### src/rtl/scx_pkg.sv
// package for the system-control exception check block
// assumes one core clock and a synchronous active-high reset
package scx_pkg;

  // ---------------------------------------------------------------
  // extension control bit positions
  // ---------------------------------------------------------------
  localparam int LARGE_PAGE_BIT = 4;
  localparam int PHYS_EXT_BIT = 5;
  localparam int GLOBAL_PAGE_BIT = 7;
  localparam int DEBUG_EXT_BIT = 3;
  localparam int HW_TRAP_BIT = 6;
  localparam logic [31:0] EXT_CTRL_RESET = 32'h00000000;
  localparam logic [31:0] EXT_CTRL_WMASK = 32'h000007FF;

  // ---------------------------------------------------------------
  // breakpoint registers
  // ---------------------------------------------------------------
  localparam logic [31:0] BP_STAT_RESET = 32'hFFFF0FF0;
  localparam int BP_STAT_RSVD_BIT = 12;
  localparam logic [31:0] BP_CTRL_RESET = 32'h00000400;
  localparam logic [31:0] BP_CTRL_ZERO = 32'h0000D800;
  localparam int BP_KIND_LSB = 16;
  localparam int BP_KIND_STEP = 4;
  localparam int BP_SLOTS = 4;

  // ---------------------------------------------------------------
  // breakpoint kinds and access kinds
  // ---------------------------------------------------------------
  typedef enum logic [1:0] {
    SCX_BK_EXEC = 2'h0,
    SCX_BK_WRITE = 2'h1,
    SCX_BK_PORT = 2'h2,
    SCX_BK_DATA = 2'h3
  } scx_bkind_t;

  typedef enum logic [1:0] {
    SCX_AC_FETCH = 2'h0,
    SCX_AC_READ = 2'h1,
    SCX_AC_WRITE = 2'h2,
    SCX_AC_PORT = 2'h3
  } scx_acc_t;

  // register selectors for privileged moves
  typedef enum logic [3:0] {
    SCX_RS_EXT = 4'h0,
    SCX_RS_STAT = 4'h1,
    SCX_RS_CTRL = 4'h2,
    SCX_RS_SLOT_A = 4'h3,
    SCX_RS_SLOT_B = 4'h4,
    SCX_RS_TEST = 4'h5
  } scx_rsel_t;

  // ---------------------------------------------------------------
  // exception vectors
  // ---------------------------------------------------------------
  localparam logic [7:0] VEC_DIVIDE = 8'h00;
  localparam logic [7:0] VEC_OPCODE = 8'h06;
  localparam logic [7:0] VEC_PROTECT = 8'h0D;
  localparam logic [7:0] VEC_PAGE = 8'h0E;
  localparam logic [7:0] VEC_ALIGN = 8'h11;
  localparam logic [7:0] VEC_MCHECK = 8'h12;
  localparam logic [7:0] VEC_VFLOAT = 8'h13;

  localparam logic [7:0] AR_INVALID_A = 8'h80;
  localparam logic [7:0] AR_INVALID_B = 8'h00;
  localparam logic [3:0] MAX_INSN_LEN = 4'hF;
  localparam int MODE_BITS = 3;
  localparam int DESC_ACCESSED_BIT = 0;
  localparam int PHYS_LO_BITS = 32;

  // register move request
  typedef struct packed {
    logic valid;
    logic write;
    scx_rsel_t sel;
    logic [31:0] data;
  } scx_move_t;

  // core condition reports: single-cycle strobes plus the insn_len, vf_flags and align_on values
  typedef struct packed {
    logic divide_err;
    logic lock_misuse;
    logic [4:0] insn_len;
    logic pte_rsvd;
    logic unaligned;
    logic align_on;
    logic vf_err;
    logic [5:0] vf_flags;
    logic hw_err;
  } scx_cond_t;

  typedef struct packed {
    logic valid;
    logic [7:0] vector;
    logic fault_ptr;
  } scx_trap_t;

endpackage : scx_pkg

### src/rtl/scx_checks.sv
// system-control checks: extension control, breakpoint registers,
// legacy debug slot aliasing and exception vector selection
// assumes the core presents moves and condition strobes synchronously
// How it works
// RQ1: physical extension plus paging drives four extra address lines, 36-bit.
// RQ2: global enable keeps global entries on task switch or base write; here base_write is task_switch alone, no base register write is decoded.
// RQ3: large page enable gives 4K/4M pages, or 4K/2M with extension.
// RQ4: extension, global and large page features act in protected mode only.
// RQ5: access-rights bytes 80H and 00H mark invalid descriptors.
// RQ6: accessed-bit locked update happens only when bit is clear.
// RQ7: status register bit 12 can never be written to one.
// RQ8: kind 00 breaks on execution, 01 on data writes only.
// RQ9: port kind breaks on port access when debug extension set.
// RQ10: remaining kind breaks on data reads or writes, never fetches.
// RQ11: control register bits 11, 12, 14, 15 always read zero.
// RQ12: debug extension clear aliases legacy slots to status and control.
// RQ13: debug extension set makes legacy slot access invalid opcode.
// RQ14: test register moves raise invalid opcode.
// RQ15: vector float faults recorded in control/status, vector 19.
// RQ16: machine check vector 18 only when trap enable set, clear at reset.
// RQ17: writing one to a reserved extension control bit gives vector 13.
// RQ18: reserved bit set in translation entry gives page fault, vector 14.
// RQ19: unaligned reference with checking active gives vector 17.
// RQ20: divide error vector 0 saves pointer at the faulting divide.
// RQ21: most negative signed quotient raises no divide error.
// RQ22: lock prefix misuse gives invalid opcode, vector 6.
// RQ23: instructions longer than 15 bytes give vector 13.
// RQ24: kind 10 selects port breaks, kind 11 data read-or-write.
`timescale 1ns/1ns

module scx_checks #(
  parameter int ADDR_HI = 4
) (
  // clock and reset
  input wire logic mclk,
  input wire logic srst,
  // processor mode
  input wire logic protected_mode,
  input wire logic paging_on,
  // register moves
  input wire scx_pkg::scx_move_t move,
  output logic [31:0] rd_data,
  // translation and descriptor events
  input wire logic task_switch,
  input wire logic [35:0] lin_phys_addr,
  input wire logic desc_load,
  input wire logic [7:0] desc_access,
  // breakpoint probe
  input wire logic [31:0] probe_hit,
  input wire scx_pkg::scx_acc_t probe_kind,
  input wire logic probe_valid,
  // core conditions
  input wire scx_pkg::scx_cond_t cond,
  // results
  output logic [35:0] phys_addr,
  output logic tlb_flush_all,
  output logic tlb_flush_nonglobal,
  output logic large_4m_ok,
  output logic large_2m_ok,
  output logic desc_invalid,
  output logic desc_locked_rmw,
  output logic [scx_pkg::BP_SLOTS-1:0] bp_hit,
  output logic [5:0] vf_status,
  output scx_pkg::scx_trap_t trap
);

  localparam int BP_SLOTS_L = scx_pkg::BP_SLOTS;
  // ADDR_HI has to match the upper part of the 36-bit address ports
  localparam int PA_LO = scx_pkg::PHYS_LO_BITS;

  // ---------------------------------------------------------------
  // helpers
  // ---------------------------------------------------------------
  function automatic scx_pkg::scx_bkind_t kind_of(input logic [31:0] c,
                                                  input int i);
    kind_of = scx_pkg::scx_bkind_t'(c[scx_pkg::BP_KIND_LSB +
                                      i * scx_pkg::BP_KIND_STEP +: 2]);
  endfunction : kind_of

  function automatic logic kind_match(input scx_pkg::scx_bkind_t k,
                                      input scx_pkg::scx_acc_t a,
                                      input logic dbg);
    case (k)
      scx_pkg::SCX_BK_EXEC: kind_match = (a == scx_pkg::SCX_AC_FETCH);
      scx_pkg::SCX_BK_WRITE: kind_match = (a == scx_pkg::SCX_AC_WRITE);
      // port kind with debug extension clear is undefined: no break
      scx_pkg::SCX_BK_PORT: kind_match = dbg && (a == scx_pkg::SCX_AC_PORT);
      scx_pkg::SCX_BK_DATA: kind_match = (a == scx_pkg::SCX_AC_READ) ||
                                         (a == scx_pkg::SCX_AC_WRITE);
      default: kind_match = 1'b0;
    endcase
  endfunction : kind_match

  // ---------------------------------------------------------------
  // registers and decode
  // ---------------------------------------------------------------
  logic [31:0] ext_reg;
  logic [31:0] stat_reg;
  logic [31:0] ctrl_reg;
  logic [5:0] vf_reg;
  logic dbg_ext;
  logic pm_phys;
  logic pm_glob;
  logic pm_large;
  logic slot_ref;
  logic slot_trap;
  logic to_stat;
  logic to_ctrl;
  logic ext_rsvd_err;
  logic len_err;
  logic [BP_SLOTS_L-1:0] bp_next;

  assign dbg_ext = ext_reg[scx_pkg::DEBUG_EXT_BIT];
  // RQ4 protected mode gate
  assign pm_phys = protected_mode && ext_reg[scx_pkg::PHYS_EXT_BIT];
  assign pm_glob = protected_mode && ext_reg[scx_pkg::GLOBAL_PAGE_BIT];
  assign pm_large = protected_mode && ext_reg[scx_pkg::LARGE_PAGE_BIT];
  assign slot_ref = move.valid && (move.sel == scx_pkg::SCX_RS_SLOT_A ||
                                   move.sel == scx_pkg::SCX_RS_SLOT_B);
  // RQ13 slot trap
  assign slot_trap = slot_ref && dbg_ext;
  // RQ12 legacy aliasing
  assign to_stat = move.valid && (move.sel == scx_pkg::SCX_RS_STAT ||
                   (move.sel == scx_pkg::SCX_RS_SLOT_A && !dbg_ext));
  assign to_ctrl = move.valid && (move.sel == scx_pkg::SCX_RS_CTRL ||
                   (move.sel == scx_pkg::SCX_RS_SLOT_B && !dbg_ext));
  // RQ17 reserved write check
  assign ext_rsvd_err = move.valid && move.write &&
                        move.sel == scx_pkg::SCX_RS_EXT &&
                        |(move.data & ~scx_pkg::EXT_CTRL_WMASK);
  // RQ23 length limit
  assign len_err = cond.insn_len > {1'b0, scx_pkg::MAX_INSN_LEN};

  // ---------------------------------------------------------------
  // register writes
  // ---------------------------------------------------------------
  always_ff @(posedge mclk)
  begin
    if (srst)
      ext_reg <= scx_pkg::EXT_CTRL_RESET;
    else if (move.write && move.sel == scx_pkg::SCX_RS_EXT &&
             move.valid && !ext_rsvd_err)
      ext_reg <= move.data;
  end

  always_ff @(posedge mclk)
  begin
    if (srst)
      stat_reg <= scx_pkg::BP_STAT_RESET;
    else if (to_stat && move.write)
    begin
      stat_reg <= move.data;
      // RQ7 bit 12 locked
      stat_reg[scx_pkg::BP_STAT_RSVD_BIT] <= 1'b0;
      // a hit in the same cycle as the write is not lost
      if (probe_valid)
        stat_reg[BP_SLOTS_L-1:0] <= move.data[BP_SLOTS_L-1:0] | bp_next;
    end
    else if (probe_valid)
      stat_reg[BP_SLOTS_L-1:0] <= stat_reg[BP_SLOTS_L-1:0] | bp_next;
  end

  always_ff @(posedge mclk)
  begin
    if (srst)
      ctrl_reg <= scx_pkg::BP_CTRL_RESET;
    else if (to_ctrl && move.write)
      // RQ11 hardwired zeros
      ctrl_reg <= move.data & ~scx_pkg::BP_CTRL_ZERO;
  end

  // RQ15 sticky vector float status
  always_ff @(posedge mclk)
  begin
    if (srst)
      vf_reg <= '0;
    else if (cond.vf_err)
      vf_reg <= vf_reg | cond.vf_flags;
  end
  assign vf_status = vf_reg;

  always_ff @(posedge mclk)
  begin
    if (srst)
      rd_data <= '0;
    else if (move.valid && !move.write)
    begin
      if (to_stat)
        rd_data <= stat_reg;
      else if (to_ctrl)
        rd_data <= ctrl_reg;
      else if (move.sel == scx_pkg::SCX_RS_EXT)
        rd_data <= ext_reg;
      else
        rd_data <= '0;
    end
  end

  // ---------------------------------------------------------------
  // breakpoint matching
  // ---------------------------------------------------------------
  always_comb
  begin
    bp_next = '0;
    // RQ8 RQ9 RQ10 RQ24 kind decode
    for (int i = 0; i < BP_SLOTS_L; i++)
      bp_next[i] = probe_hit[i] &&
                   kind_match(kind_of(ctrl_reg, i), probe_kind, dbg_ext);
  end

  always_ff @(posedge mclk)
  begin
    if (srst)
      bp_hit <= '0;
    else
      bp_hit <= probe_valid ? bp_next : '0;
  end

  // ---------------------------------------------------------------
  // translation effects
  // ---------------------------------------------------------------
  logic base_write;
  assign base_write = task_switch;

  always_ff @(posedge mclk)
  begin
    if (srst)
    begin
      phys_addr <= '0;
      large_4m_ok <= 1'b0;
      large_2m_ok <= 1'b0;
    end
    else
    begin
      // RQ1 extra address lines
      phys_addr[PA_LO-1:0] <= lin_phys_addr[PA_LO-1:0];
      phys_addr[PA_LO +: ADDR_HI] <= (pm_phys && paging_on) ?
                                     lin_phys_addr[PA_LO +: ADDR_HI] : '0;
      // RQ3 page sizes
      large_4m_ok <= pm_large && !pm_phys;
      large_2m_ok <= pm_large && pm_phys;
    end
  end

  // RQ2 global entries kept
  always_ff @(posedge mclk)
  begin
    if (srst)
    begin
      tlb_flush_all <= 1'b0;
      tlb_flush_nonglobal <= 1'b0;
    end
    else
    begin
      tlb_flush_all <= base_write && !pm_glob;
      tlb_flush_nonglobal <= base_write && pm_glob;
    end
  end

  // RQ5 RQ6 descriptor checks
  always_ff @(posedge mclk)
  begin
    if (srst)
    begin
      desc_invalid <= 1'b0;
      desc_locked_rmw <= 1'b0;
    end
    else
    begin
      desc_invalid <= desc_load && (desc_access == scx_pkg::AR_INVALID_A ||
                                    desc_access == scx_pkg::AR_INVALID_B);
      desc_locked_rmw <= desc_load &&
                         !desc_access[scx_pkg::DESC_ACCESSED_BIT];
    end
  end

  // ---------------------------------------------------------------
  // exception selection, highest priority first
  // ---------------------------------------------------------------
  scx_pkg::scx_trap_t trap_next;
  always_comb
  begin
    trap_next = '0;
    trap_next.valid = 1'b1;
    // RQ22 RQ14 RQ13 invalid opcode sources
    if (cond.lock_misuse || slot_trap ||
        (move.valid && move.sel == scx_pkg::SCX_RS_TEST))
      trap_next.vector = scx_pkg::VEC_OPCODE;
    // RQ17 RQ23 protection
    else if (ext_rsvd_err || len_err)
      trap_next.vector = scx_pkg::VEC_PROTECT;
    // RQ18 page fault
    else if (cond.pte_rsvd)
      trap_next.vector = scx_pkg::VEC_PAGE;
    // RQ19 alignment
    else if (cond.unaligned && cond.align_on)
      trap_next.vector = scx_pkg::VEC_ALIGN;
    // RQ20 RQ21 divide error points at divide; core filters min quotient
    else if (cond.divide_err)
    begin
      trap_next.vector = scx_pkg::VEC_DIVIDE;
      trap_next.fault_ptr = 1'b1;
    end
    // RQ16 gated machine check
    else if (cond.hw_err && ext_reg[scx_pkg::HW_TRAP_BIT])
      trap_next.vector = scx_pkg::VEC_MCHECK;
    // RQ15 vector float
    else if (cond.vf_err)
      trap_next.vector = scx_pkg::VEC_VFLOAT;
    else
      trap_next.valid = 1'b0;
  end

  always_ff @(posedge mclk)
  begin
    if (srst)
      trap <= '0;
    else
      trap <= trap_next;
  end

  // ---------------------------------------------------------------
  // checks
  // ---------------------------------------------------------------
  a_stat_bit_zero: assert property ( // RQ7
    @(posedge mclk) disable iff (srst)
    $past(to_stat && move.write) |-> !stat_reg[scx_pkg::BP_STAT_RSVD_BIT])
    else $error("status bit 12 set by write");
  a_ctrl_rsvd_zero: assert property ( // RQ11
    @(posedge mclk) disable iff (srst)
    (ctrl_reg & scx_pkg::BP_CTRL_ZERO) == '0)
    else $error("control reserved bits not zero");
  a_slot_trap_ud: assert property ( // RQ13
    @(posedge mclk) disable iff (srst)
    slot_trap |=> trap.valid && trap.vector == scx_pkg::VEC_OPCODE)
    else $error("slot reference did not trap");
  a_test_reg_ud: assert property ( // RQ14
    @(posedge mclk) disable iff (srst)
    move.valid && move.sel == scx_pkg::SCX_RS_TEST
    |=> trap.valid && trap.vector == scx_pkg::VEC_OPCODE)
    else $error("test register move did not trap");
  a_mcheck_gated: assert property ( // RQ16
    @(posedge mclk) disable iff (srst)
    trap.valid && trap.vector == scx_pkg::VEC_MCHECK
    |-> $past(ext_reg[scx_pkg::HW_TRAP_BIT]))
    else $error("machine check while disabled");
  a_len_limit: assert property ( // RQ23
    @(posedge mclk) disable iff (srst)
    cond.insn_len > 5'(scx_pkg::MAX_INSN_LEN) && !cond.lock_misuse &&
    !slot_ref && !(move.valid && move.sel == scx_pkg::SCX_RS_TEST)
    |=> trap.vector == scx_pkg::VEC_PROTECT)
    else $error("long instruction not protected");
  a_high_addr: assert property ( // RQ1
    @(posedge mclk) disable iff (srst)
    !(pm_phys && paging_on) |=> phys_addr[PA_LO +: ADDR_HI] == '0)
    else $error("upper address lines driven");
  a_mode_gate: assert property ( // RQ4
    @(posedge mclk) disable iff (srst)
    !protected_mode |=> !large_4m_ok && !large_2m_ok)
    else $error("large pages outside protected mode");
  a_page_sizes: assert property ( // RQ3
    @(posedge mclk) disable iff (srst)
    pm_large && !pm_phys |=> large_4m_ok && !large_2m_ok)
    else $error("wrong large page size offered");
  a_fetch_no_data: assert property ( // RQ10
    @(posedge mclk) disable iff (srst)
    probe_valid && probe_kind == scx_pkg::SCX_AC_FETCH &&
    kind_of(ctrl_reg, 0) == scx_pkg::SCX_BK_DATA |=> !bp_hit[0])
    else $error("data kind broke on fetch");
  a_global_keep: assert property ( // RQ2
    @(posedge mclk) disable iff (srst)
    task_switch && pm_glob |=> tlb_flush_nonglobal && !tlb_flush_all)
    else $error("global entries flushed");
  a_desc_inval: assert property ( // RQ5
    @(posedge mclk) disable iff (srst)
    desc_load && desc_access == scx_pkg::AR_INVALID_A |=> desc_invalid)
    else $error("80H descriptor accepted");
  a_accessed_rmw: assert property ( // RQ6
    @(posedge mclk) disable iff (srst)
    desc_load && desc_access[scx_pkg::DESC_ACCESSED_BIT]
    |=> !desc_locked_rmw)
    else $error("locked update with accessed bit set");
  a_divide_ptr: assert property ( // RQ20
    @(posedge mclk) disable iff (srst)
    trap.valid && trap.vector == scx_pkg::VEC_DIVIDE |-> trap.fault_ptr)
    else $error("divide error pointer not at divide");
  a_vf_sticky: assert property ( // RQ15
    @(posedge mclk) disable iff (srst)
    cond.vf_err
    |=> (vf_status & $past(cond.vf_flags)) == $past(cond.vf_flags))
    else $error("vector float flags not recorded");

endmodule : scx_checks

### config.mk
export PLATFORM = sky130hd
export DESIGN_NAME = scx_checks
export DESIGN_NICKNAME = d
export VERILOG_FILES = /design/src/rtl/scx_pkg.sv /design/src/rtl/scx_checks.sv
export SDC_FILE = /design/constraint.sdc
export NUM_CORES = 1
export LEC_CHECK = 0
export ABC_AREA = 1
export BUFFER_PORTS_ARGS = -buffer_cell sky130_fd_sc_hd__buf_2
export CAP_MARGIN = 40
export CORE_ASPECT_RATIO = 2
export CORE_MARGIN = 3
export CORE_UTILIZATION = 50
export DETAILED_ROUTE_END_ITERATION = 10
export GPL_TIMING_DRIVEN = 0
export PLACE_DENSITY_LB_ADDON = 0.12
export SETUP_SLACK_MARGIN = 0.4
export SYNTH_ARGS = -nofsm -noshare
export SYNTH_HDL_FRONTEND = slang
export SYNTH_SLANG_ARGS = --single-unit
### constraint.sdc
create_clock -name mclk -period 2.1 [get_ports mclk]
set_clock_uncertainty 0.2 [all_clocks]
set_input_delay 0.63 -clock mclk [delete_from_list [all_inputs] [get_ports mclk]]
set_output_delay 0.63 -clock mclk [all_outputs]
set_load 0.03 [all_outputs]
* After elaboration in Yosys (flattened, before gate mapping)
Index checks and enable logic that the tools add are counted.
Storage, ports and cells: register bits 185, latch bits 0, RAM bits 0, ROM bits 0, input port bits 141, output and inout bits 94, logic and storage cells 135, memories 0
Cells by class: add/sub/neg operators 0, $mul 0, div/mod/pow operators 0, order comparisons 1, eq/ne operators 21, shift-type cells 0, muxes and demuxes 25, bitwise logic cells 5, reduce and logical (&&, ||, !) cells 62
Operator list (number):
- 32-bit 2-to-1 mux | 3
- 1-bit logical AND | 33
- 21-bit OR reduction | 1
- 2-bit equality test, second input constant | 10
- 4-bit 2-to-1 mux | 5
- 5-bit 2-to-1 mux | 4
- 1-bit case mux with 4 select lines | 4
- 2-bit by 1-bit equality test with 1-bit output, second input constant | 5
- 2-bit logical NOT | 5
- 4-bit by 2-bit equality test with 1-bit output, second input constant | 2
- 4-bit by 3-bit equality test with 1-bit output, second input constant | 2
- 8-bit equality test, second input constant | 1
- 8-bit logical NOT | 1
- 1-bit logical OR | 8
- 1-bit 2-to-1 mux | 8
- 4-bit bitwise OR | 2
- 7-bit OR reduction | 1
- 1-bit logical NOT | 6
- 6-bit bitwise OR | 1
- 2-bit OR reduction | 3
- 5-bit by 4-bit greater-than comparator with 1-bit output, second input constant | 1
- 5-bit OR reduction | 1
- 4-bit by 1-bit equality test with 1-bit output, second input constant | 1
- 4-bit logical NOT | 1
- other kinds (4) | 5

* Longest topological paths before layout
Gate-level depths: netlist (run 1).
word-level depth 7, depth in mapped cells 10, mapped depth without buffers 10

* Worst setup path before layout (run 1)
Ideal clock, no wire load.
path type input to register, start input port move[25] (netlist bit), end register ext_reg[13], setup time 0.115 ns, arrival time 1.610 ns, data required time 1.785 ns, path slack 0.175 ns, cell stages on the path 6, path through or2_2 > nor2_1 > nand4_1 > buf_2 > buf_6 > and3_1
Between the ends: longest elaborated chain between the ends 4
RTL lines:
- from (decl) | RTL line scx_checks.sv:41 | input wire scx_pkg::scx_move_t move,
- 21-bit OR reduction | RTL line scx_checks.sv:130 | |(move.data & ~scx_pkg::EXT_CTRL_WMASK);
- 1-bit logical AND | RTL line scx_checks.sv:129 | move.sel == scx_pkg::SCX_RS_EXT &&
- 1-bit logical NOT | RTL line scx_checks.sv:142 | move.valid && !ext_rsvd_err)
- 1-bit logical AND | RTL line scx_checks.sv:142
- to (signal assigned) | RTL line scx_checks.sv:140 | ext_reg <= scx_pkg::EXT_CTRL_RESET;
- to (signal assigned) | RTL line scx_checks.sv:143 | ext_reg <= move.data;
- to (decl) | RTL line scx_checks.sv:97 | logic [31:0] ext_reg;
No other way between the ends. A chain may end at the register's enable or synchronous reset.

* Worst setup path after layout (run 1)
start register rd_data[12], end output port rd_data[12]
RTL lines:
- from (decl) | RTL line scx_checks.sv:42 | output logic [31:0] rd_data,
- from (signal assigned) | RTL line scx_checks.sv:189 | rd_data <= stat_reg;
- from (signal assigned) | RTL line scx_checks.sv:191 | rd_data <= ctrl_reg;
- from (signal assigned) | RTL line scx_checks.sv:193 | rd_data <= ext_reg;
No word-level cell between the ends.

==> results.md, run 1 <==
- The flow ran to the end, and the final reports show no timing, DRC or antenna violations.
- The worst path buffer plus inverter count is 1.
- The share of synthesized cell area in full adder, half adder and majority cells is 0.00538.
- The remaining max-slew budget at the tightest pin is 0.516.
- The number of core rows is 60.
- The final antenna diode count is 0.
- For this design the ratio of total power to cell area is 801 nW/um^2.
- The max-cap check violation count is 0.
- The relative contribution of the clock network to total power is 0.420.
- The count of cell types in the netlist is 26.
- The clock tree from TritonCTS is yes.
- The area share of xor/xnor cells in the synthesized design is 0.
- The minimum clock period is 1750 ps.
- The met1 wire length is 7610 um.
- After synthesis the netlist holds a flip-flop and latch count of 182.
- The proportion of synthesized chip area in sequential cells is 0.522.
- The clock slew at the register clock pins of the worst setup and hold paths is 70 ps.
- The count of flip-flops with a built-in enable after synthesis is 0.
- Of the cells placed in the final design, the portion with a size suffix greater than 1 is 0.344.
- The number of optimization iterations in the first detailed-route pass is 5.
- The count of hold buffers inserted by post-cts repair is 0.
- At the end of routability-driven placement, the weighted congestion stood at 0.950.
- The analysis attributes to net switching a power of 2.04 mW.
- The mean area per synthesized cell is 7.30 um^2.
- Across the VDD grid, the largest voltage drop is 639 uV.
- The total track usage is 0.275.
- Once detail routing completed, the nets flagged for antenna violations numbered 0.
- For the worst-skew pair, the clock arrives at the later sink with an insertion delay of 430 ps.
- Input and output buffers added on the ports amount to 196.
- The number of endpoints with negative hold slack in the final report is 0.
- Detailed routing placed a total of 11,400 um of wire on met2.
- The floorplan die area is 15,500 um^2.
- The global-route wire length before repair is 32,800 um.
- For this run the aggregate overflow at the end of global routing stands at 0.
- The worst setup path is captured at an output pin.
- The kind of cell with the highest combined delay along the critical path is flip-flops.
- The critical path goes through buf_6.
- Leaving out fill and tap cells, the most frequent cells in the layout are 213 x sky130_fd_sc_hd__nor2_1, 159 x sky130_fd_sc_hd__nand2_1, 107 x sky130_fd_sc_hd__buf_6.
- Entering global routing, the biggest net connects 17 pins.
- From synthesis to final layout, the design area changed by 42.8%.
- The share of total power dissipated in combinational logic is 0.124.
- The buffer depth of the longest clock path is 2.
- The register with the most flip-flops in the layout has 36 of them.
- The static leakage is 4.90 nW.
- The root cell of the clock tree is sky130_fd_sc_hd__clkbuf_16.
- The worst path required time is 1270 ps.
- The worst hold path class is in2reg.
- Setup violations remaining at the end of the flow were counted as 0.
- Counting tap cells, the placed design contains a total of 1,340 instances.
- Setup repair after global routing could not meet its margin everywhere.
- The tightest hold path in the finished design has a slack of 149 ps.
- Internal power comes to 5.94 mW.
- The number of design-rule violations left by the first detailed-router iteration is 411.
- The maximum clock rate is 571 MHz.
- The number of instances in the synthesized netlist is 956.
- The startpoint class of the critical path is a flop.
- The horizontal extent of the die is 89.6 um.
- The synthesized-area fraction occupied by ao, oa, aoi and oai cells was 0.0758.
- In this run the count of I/O pins placed on the die edge is 235.
- The count of pins over their slew limit is 0.
- The number of global-route vias before repair was 6,679.
- The highest-delay cell along the critical path is sky130_fd_sc_hd__dfxtp_2.
- The proportion of synthesized flip-flops having asynchronous set or reset is 0.
- For the pin with the worst max-slew slack, the measured transition is 726 ps.
- The proportion of power drawn by flip-flops and latches is 0.456.
- The most used flip-flop cell after synthesis is sky130_fd_sc_hd__dfxtp_1.
- The largest family of logic cells by synthesized area is simple AND/OR/NAND/NOR gates.
- The post-synthesis cell type with the largest combined area is sky130_fd_sc_hd__dfxtp_1.
- By area the synthesized netlist is led by sky130_fd_sc_hd__dfxtp_1 52%, sky130_fd_sc_hd__nor2_1 12%, sky130_fd_sc_hd__nand2_1 8.7%, sky130_fd_sc_hd__nand3_1 7.0%, sky130_fd_sc_hd__inv_1 5.3%.
- After detailed routing, the number of remaining DRC violations is 0.
- The total negative slack is 0 ps.
- Before CTS, the worst setup slack after placement is -229 ps.
- The Yosys step of the flow raised 0 warnings.
- Of the total power, the share spent switching nets is 0.256.
- The uppermost metal layer occupied by signal nets is met4.
- After legalization and detailed placement, the total HPWL measured 15,400 um.
- The mapped netlist covers 6980 um^2.
- After detailed routing, the total wire length is 21,600 um.
- The initial utilization of the core area, before any placement, comes to 0.514.
- The H-tree was split into 4 levels.
- The top cell type's share of synthesized area is 0.522.
- The mux share of post-synthesis cell area is 0.
- Buffers inserted during clock tree synthesis total 17.
- The wire length per cell is 15.5 um.
- The highest fanout seen on the critical path is 2.
- The total number of vias is 6,953.
- In the routed layout, each cell is associated on average with a via count of 5.01.
- For this design, the sink count on the clock tree is 182.
- The library cell used most frequently in the layout, excluding fill and tap cells, is sky130_fd_sc_hd__nor2_1.
- Once layout is complete, the cells apart from fillers number 1,388.
- Of the available clock period, the critical path in the final layout requires 0.833.
- After the last flow step, the layout net total stands at 1,334.
- The routed design uses 1400 um of met3 wire.
- The path type of the worst setup path is reg2out.
- The vertical die dimension is 173 um.
- The area of the core is 13,600 um^2.
- The arrival time of the worst setup path is 920 ps.
- Of the total synthesized cell area, the portion taken by AND, OR, NAND and NOR gates is 0.303.
- Setup slack closes at 350 ps.
- In this design, the stage delay of the slowest critical-path cell is 360 ps.
- The number of antenna violations at the first check in global routing is 0.
- Once layout is complete, the utilization of the core stands at 0.734.
repair_timing:
item / in CTS / in global routing
pin swaps: 3 / 14
gates resized for setup: 295 / 62
gates cloned: 0 / 1
setup endpoints to repair: 165 / 184
setup buffers: 2 / 14
kinds of logic (layout without fill, tap and decap cells):
kind of cell               after synthesis  after routing
buffers and inverters                  158            402
and+or+nand+nor                        509            509
adders and majority gates                3              3
DFF                                    182            182
AOI/OAI and AO/OA                      103            103
other                                    1              3
Yosys cell counts, types with 5 or more instances:
| master | instances |
|---|---|
| sky130_fd_sc_hd__nand2_1 | 161 |
| sky130_fd_sc_hd__inv_1 | 98 |
| sky130_fd_sc_hd__inv_2 | 5 |
| sky130_fd_sc_hd__a21oi_1 | 44 |
| sky130_fd_sc_hd__nand3_1 | 97 |
| sky130_fd_sc_hd__nor2_1 | 217 |
| sky130_fd_sc_hd__buf_2 | 8 |
| sky130_fd_sc_hd__and3_1 | 18 |
| sky130_fd_sc_hd__nand4_1 | 5 |
| sky130_fd_sc_hd__dfxtp_1 | 182 |
| sky130_fd_sc_hd__clkbuf_1 | 36 |
| sky130_fd_sc_hd__o21ai_0 | 51 |
| sky130_fd_sc_hd__buf_4 | 9 |
through the flow:
step / instance area [um^2] / total power [mW]
after floorplan: 7100 / 4.19
after global placement: 8310 / 4.51
after detailed placement: 8310 / 4.52
after CTS: 9680 / 7.97
after global routing: 9970 / 8.24
final: 9970 / 7.99
layer usage:
metal	global-route usage	vias to the layer above
met5	0	-
met4	0.158	0
met3	0.0458	74
met2	0.492	314
met1	0.287	3108
li1	-	3457
area by class of cell:
type / count / area (um^2)
Fill cell: 1081 / 3620
Sequential cell: 182 / 3760
Clock buffer: 20 / 457
Timing Repair Buffer: 213 / 1730
Buffer: 55 / 398
Clock inverter: 11 / 163
Tap cell: 186 / 233
Inverter: 103 / 407
Multi-Input combinational cell: 618 / 2830
path summary, 6_finish.rpt:
path                       end  depth (start not counted)      startpoint  slack, ps
setup / recovery   rd_data[12]                          1     rd_data[12]        350
hold / removal    desc_invalid                          2  desc_access[5]        150
setup reg to reg    rd_data[0]                          9      ext_reg[3]        490
hold reg to reg    ext_reg[14]                          2     ext_reg[14]        250
power by group through the flow:
| stage | sequential, mW | clock (mW) | combinational (mW) |
|---|---|---|---|
| 6_report | 3.64 | 3.35 | 0.989 |
| 5_1_grt | 3.65 | 3.51 | 1.08 |
| 4_1_cts | 3.64 | 3.38 | 0.942 |
| 3_5_place_dp | 3.69 | 0 | 0.832 |
| 3_3_place_gp | 3.68 | 0 | 0.824 |
| 2_1_floorplan | 3.85 | 0 | 0.338 |
No activity file was read; power rests on OpenSTA's default activity.
==> run 2: changes to the inputs <==
- ABC_AREA: 1 -> 0
- CORE_UTILIZATION: 50 -> 45
- clock period: 2.1 -> 1.6 ns (I/O delays scaled with it)
==> run 2 against run 1 <==
The run now ends with setup timing left. Worst hold slack worse by 99 ps. Sequential power up 31%. Non-clock buffer count rose by 27. Global-route usage is 0.41 points lower. Critical path depth grew 5. Total power is 27% higher. Design area grew 5.0%. Sequential share of layout area down 1.7 points. Largest power group unchanged. Highest routed layer unchanged.
==> results.md, run 2 <==
- The arrival time of the worst setup path is 2160 ps.
- The number of endpoints with negative hold slack in the final report is 0.
- The number of input and output port buffers inserted is 196.
- The initial cell density of the core is 0.460.
- Traced cell by cell, the critical path runs through or3b_4 > a2111o_1 > buf_12 > buf_12 > mux2i_1 > nor2_1.
- The count of pins over their slew limit was 0.
- The worst-case IR drop observed on VDD is 837 uV.
- After floorplanning, the core was sized to cover 14,400 um^2.
- TritonCTS built the clock tree.
- The setup slack of the most critical reg-to-reg path is -470 ps.
- The highest-delay cell along the critical path is sky130_fd_sc_hd__a2111o_1.
- The number of different library cells used by synthesis comes to 45.
- The Yosys step of the flow raised 0 warnings.
- The largest total area in the synthesized netlist belongs to sky130_fd_sc_hd__dfxtp_1.
- Setup violations remaining at the end of the flow were counted as 84.
- The critical path's top delay family is simple AND/OR/NAND/NOR gates.
- The longest clock path from root to sink contains 2 buffers.
- The worst path buffer plus inverter count is 2.
- The proportion of synthesized flip-flops having asynchronous set or reset is 0.
- Counting every sink on the clock net gives 182.
- The remaining max-slew budget at the tightest pin is 0.557.
- The fraction of final layout cells with drive strength greater than 1 is 0.524.
- The count of hold buffers inserted by post-cts repair is 0.
- Summing all multi-input logic gate instances after layout gives 3190 um^2.
- The horizontal extent of the die is 91.6 um.
- The cell count of the worst reg-to-reg path is 6.
- In this run the count of I/O pins placed on the die edge is 235.
- The number of instances on the worst hold path is 2.
- The routability congestion estimate from global placement is 0.847.
- For this design the ratio of total power to cell area is 972 nW/um^2.
- Along the worst path, the maximum fanout reaches 10.
- The remaining antenna violation count after routing is 0.
- The flip-flop and latch area is 3770 um^2.
- The clock slew at the register clock pins of the worst setup and hold paths is 60 ps.
- The number of design-rule violations left by the first detailed-router iteration is 426.
- The leading cell type in the layout, fill and taps excluded is sky130_fd_sc_hd__buf_6.
- The via density per instance is 5.52.
- Entering global routing, the biggest net connects 17 pins.
- The global-route wire length before repair is 34,000 um.
- The mean area per synthesized cell is 9.82 um^2.
- The most used flip-flop cell after synthesis is sky130_fd_sc_hd__dfxtp_1.
- After the flow finishes, the layout carries non-filler instances totaling 1,137.
- Setup repair after global routing could not meet its margin everywhere.
- Summing every instance area after synthesis gives 6600 um^2.
- The worst hold path belongs to the class in2reg.
- From synthesis to final layout, the design area changed by 58.5%.
- The number of fill cells is 1,013.
- In this run the static leakage power is 4.54 nW.
- Counting the buffers created by CTS gives 17.
- The run finished, with violations left.
- Across all setup checks in the final design, the least slack found is -468 ps.
- The H-tree depth reported by CTS is 4.
- The startpoint class of the critical path is a flop.
- The number of core rows is 62.
- The tree is rooted in a sky130_fd_sc_hd__clkbuf_16.
- The register with the most flip-flops in the layout has 36 of them.
- The wire-length estimate of the detail-placed layout is 15,800 um.
- The final antenna diode count is 0.
- Counting stages on the worst path, the most repeated cell is sky130_fd_sc_hd__buf_12.
- After detailed routing, the total wire length is 23,100 um.
- The proportion of synthesized chip area in sequential cells is 0.552.
- The endpoint of the most critical register-to-register path is ctrl_reg[13].
- The number of placed instances, taps included, is 1,062.
- The top cell types in the final layout, fill and taps aside, are 105 x sky130_fd_sc_hd__buf_6, 93 x sky130_fd_sc_hd__buf_2, 92 x sky130_fd_sc_hd__dfxtp_2.
- The reg-to-reg startpoint is ext_reg[3].
- The count of flip-flops with a built-in enable after synthesis is 0.
- The commonest cells after synthesis are 182 x sky130_fd_sc_hd__dfxtp_1, 72 x sky130_fd_sc_hd__nor2_1, 68 x sky130_fd_sc_hd__nand2_1.
- After synthesis, the cell types taking the most area are sky130_fd_sc_hd__dfxtp_1 55%, sky130_fd_sc_hd__mux2i_1 4.4%, sky130_fd_sc_hd__a222oi_1 4.2%, sky130_fd_sc_hd__nor2_1 4.1%, sky130_fd_sc_hd__nand2_1 3.9%.
- The worst setup path is captured at a flop.
- The start point of the worst hold path is protected_mode.
- The number of instances in the synthesized netlist is 672.
- The final reports fail on setup timing.
- The critical path in this run is classified as reg2reg.
- The total overflow left after global routing is 0.
- The smallest clock period supported by the final layout is computed as 2070 ps.
- Yosys instantiated no cell more often than sky130_fd_sc_hd__dfxtp_1.
- The vertical die dimension is 177 um.
- The start point of the critical path is ext_reg[3].
- For the pin with the worst max-slew slack, the measured transition is 664 ps.
- After detailed routing, the number of remaining DRC violations is 0.
- The number of optimization iterations in the first detailed-route pass is 6.
- The number of global-route vias before repair is 6,471.
- For this block, the via count after detailed routing is 6,272.
- The hold-critical path endpoint is tlb_flush_all.
- The maximum clock rate is 483 MHz.
- The highest cell delay on the worst timing path is 420 ps.
- Max-cap violations in this run came to 0.
- The number of antenna violations at the first check in global routing is 0.
- At the end of the flow, the number of nets in the layout was 1,078.
- The share of synthesized area in the top cell type comes to 0.552.
- The floorplan die area is 16,200 um^2.
- The total negative slack is -24,760 ps.
- In the global route stage, overall resource usage came out at 0.271.
- The clock latency on the worst-skew pair is 430 ps.
- The worst path required time is 1690 ps.
- Synthesis inferred 182 register bits.
- The wire length per cell is 20.3 um.
- Of the available clock period, the critical path in the final layout requires 1.29.
[run 2: changes by cell type in the layout (fill, tap and decap cells not counted), moves of 23 or more]
cell	previous run	this run
sky130_fd_sc_hd__nor2b_1	0	38
sky130_fd_sc_hd__nand3_1	94	5
sky130_fd_sc_hd__nand2_1	159	67
sky130_fd_sc_hd__mux2i_1	0	29
sky130_fd_sc_hd__a222oi_1	0	28
sky130_fd_sc_hd__nor2_1	213	69
sky130_fd_sc_hd__inv_1	94	2
sky130_fd_sc_hd__o21ai_0	28	1
sky130_fd_sc_hd__a211oi_1	0	28
sky130_fd_sc_hd__nand3b_1	1	25
sky130_fd_sc_hd__and2_4	0	23
[run 2: area by class of cell]
cell class,instances,share of cell area
clock inverter,11,0.0124
timing repair buffer,241,0.200
clock buffer,19,0.0414
sequential,182,0.360
buffer,54,0.0561
inverter,4,0.00191
multi-input combinational,434,0.305
tap,192,0.0230
[run 2: how the worst max path moves through the flow]
stage          slack, ps            to  depth (start not counted)
3_3_place_gp        -940   rd_data[22]                          5
5_1_grt             -510   ctrl_reg[6]                          6
6_report            -470  ctrl_reg[13]                          6
3_5_place_dp        -940   rd_data[23]                          5
2_1_floorplan       -420  ctrl_reg[20]                          6
4_1_cts             -440   ctrl_reg[9]                          6
[run 2: metal layers]
metal,routed length (um),vias to the layer above,global-route usage
met3,1450,70,0.0536
li1,-,2888,-
met5,0,-,0
met4,1040,0,0.132
met2,12600,325,0.511
met1,7990,2989,0.279
[run 2: worst register-to-register path, stage by stage (launching register included)]
cell and delay, ps:
sky130_fd_sc_hd__dfxtp_4 360, sky130_fd_sc_hd__or3b_4 410, sky130_fd_sc_hd__a2111o_1 420, sky130_fd_sc_hd__buf_12 170
sky130_fd_sc_hd__buf_12 160, sky130_fd_sc_hd__mux2i_1 180, sky130_fd_sc_hd__nor2_1 50
[run 2: timing repair]
item | CTS | global route
pin swaps | 19 | 25
setup buffers | 28 | 10
resized for setup | 383 | 49
endpoints found under the setup margin | 229 | 229
cloned | 4 | 3
endpoints found under the hold margin | 0 | 0
[run 2: per-stage QoR]
step	utilization	cell area (um^2)	setup slack, ps	hold slack (ps)	power [mW]
final	0.729	10500	-468	50.7	10.2
after floorplan	-	7000	-423	227	5.44
after CTS	0.707	10100	-439	43.3	10.1
after global routing	0.729	10500	-514	40.9	10.5
after detailed placement	0.573	8220	-939	250	5.88
after global placement	0.573	8220	-945	245	5.85
[run 2: logic make-up after synthesis]
logic type,count (synthesis),share of synthesized area
AOI/OAI and AO/OA,118,0.133
muxes,33,0.0542
adders and majority gates,3,0.00569
buffers and inverters,58,0.0406
other,1,0.000568
DFF,182,0.552
and+or+nand+nor,277,0.214
[run 2: power by group]
group          switching (mW)  internal [mW]  leakage, nW
Clock                    1.78           2.29        0.267
Combinational           0.720          0.600         2.76
Sequential             0.0847           4.69         1.52
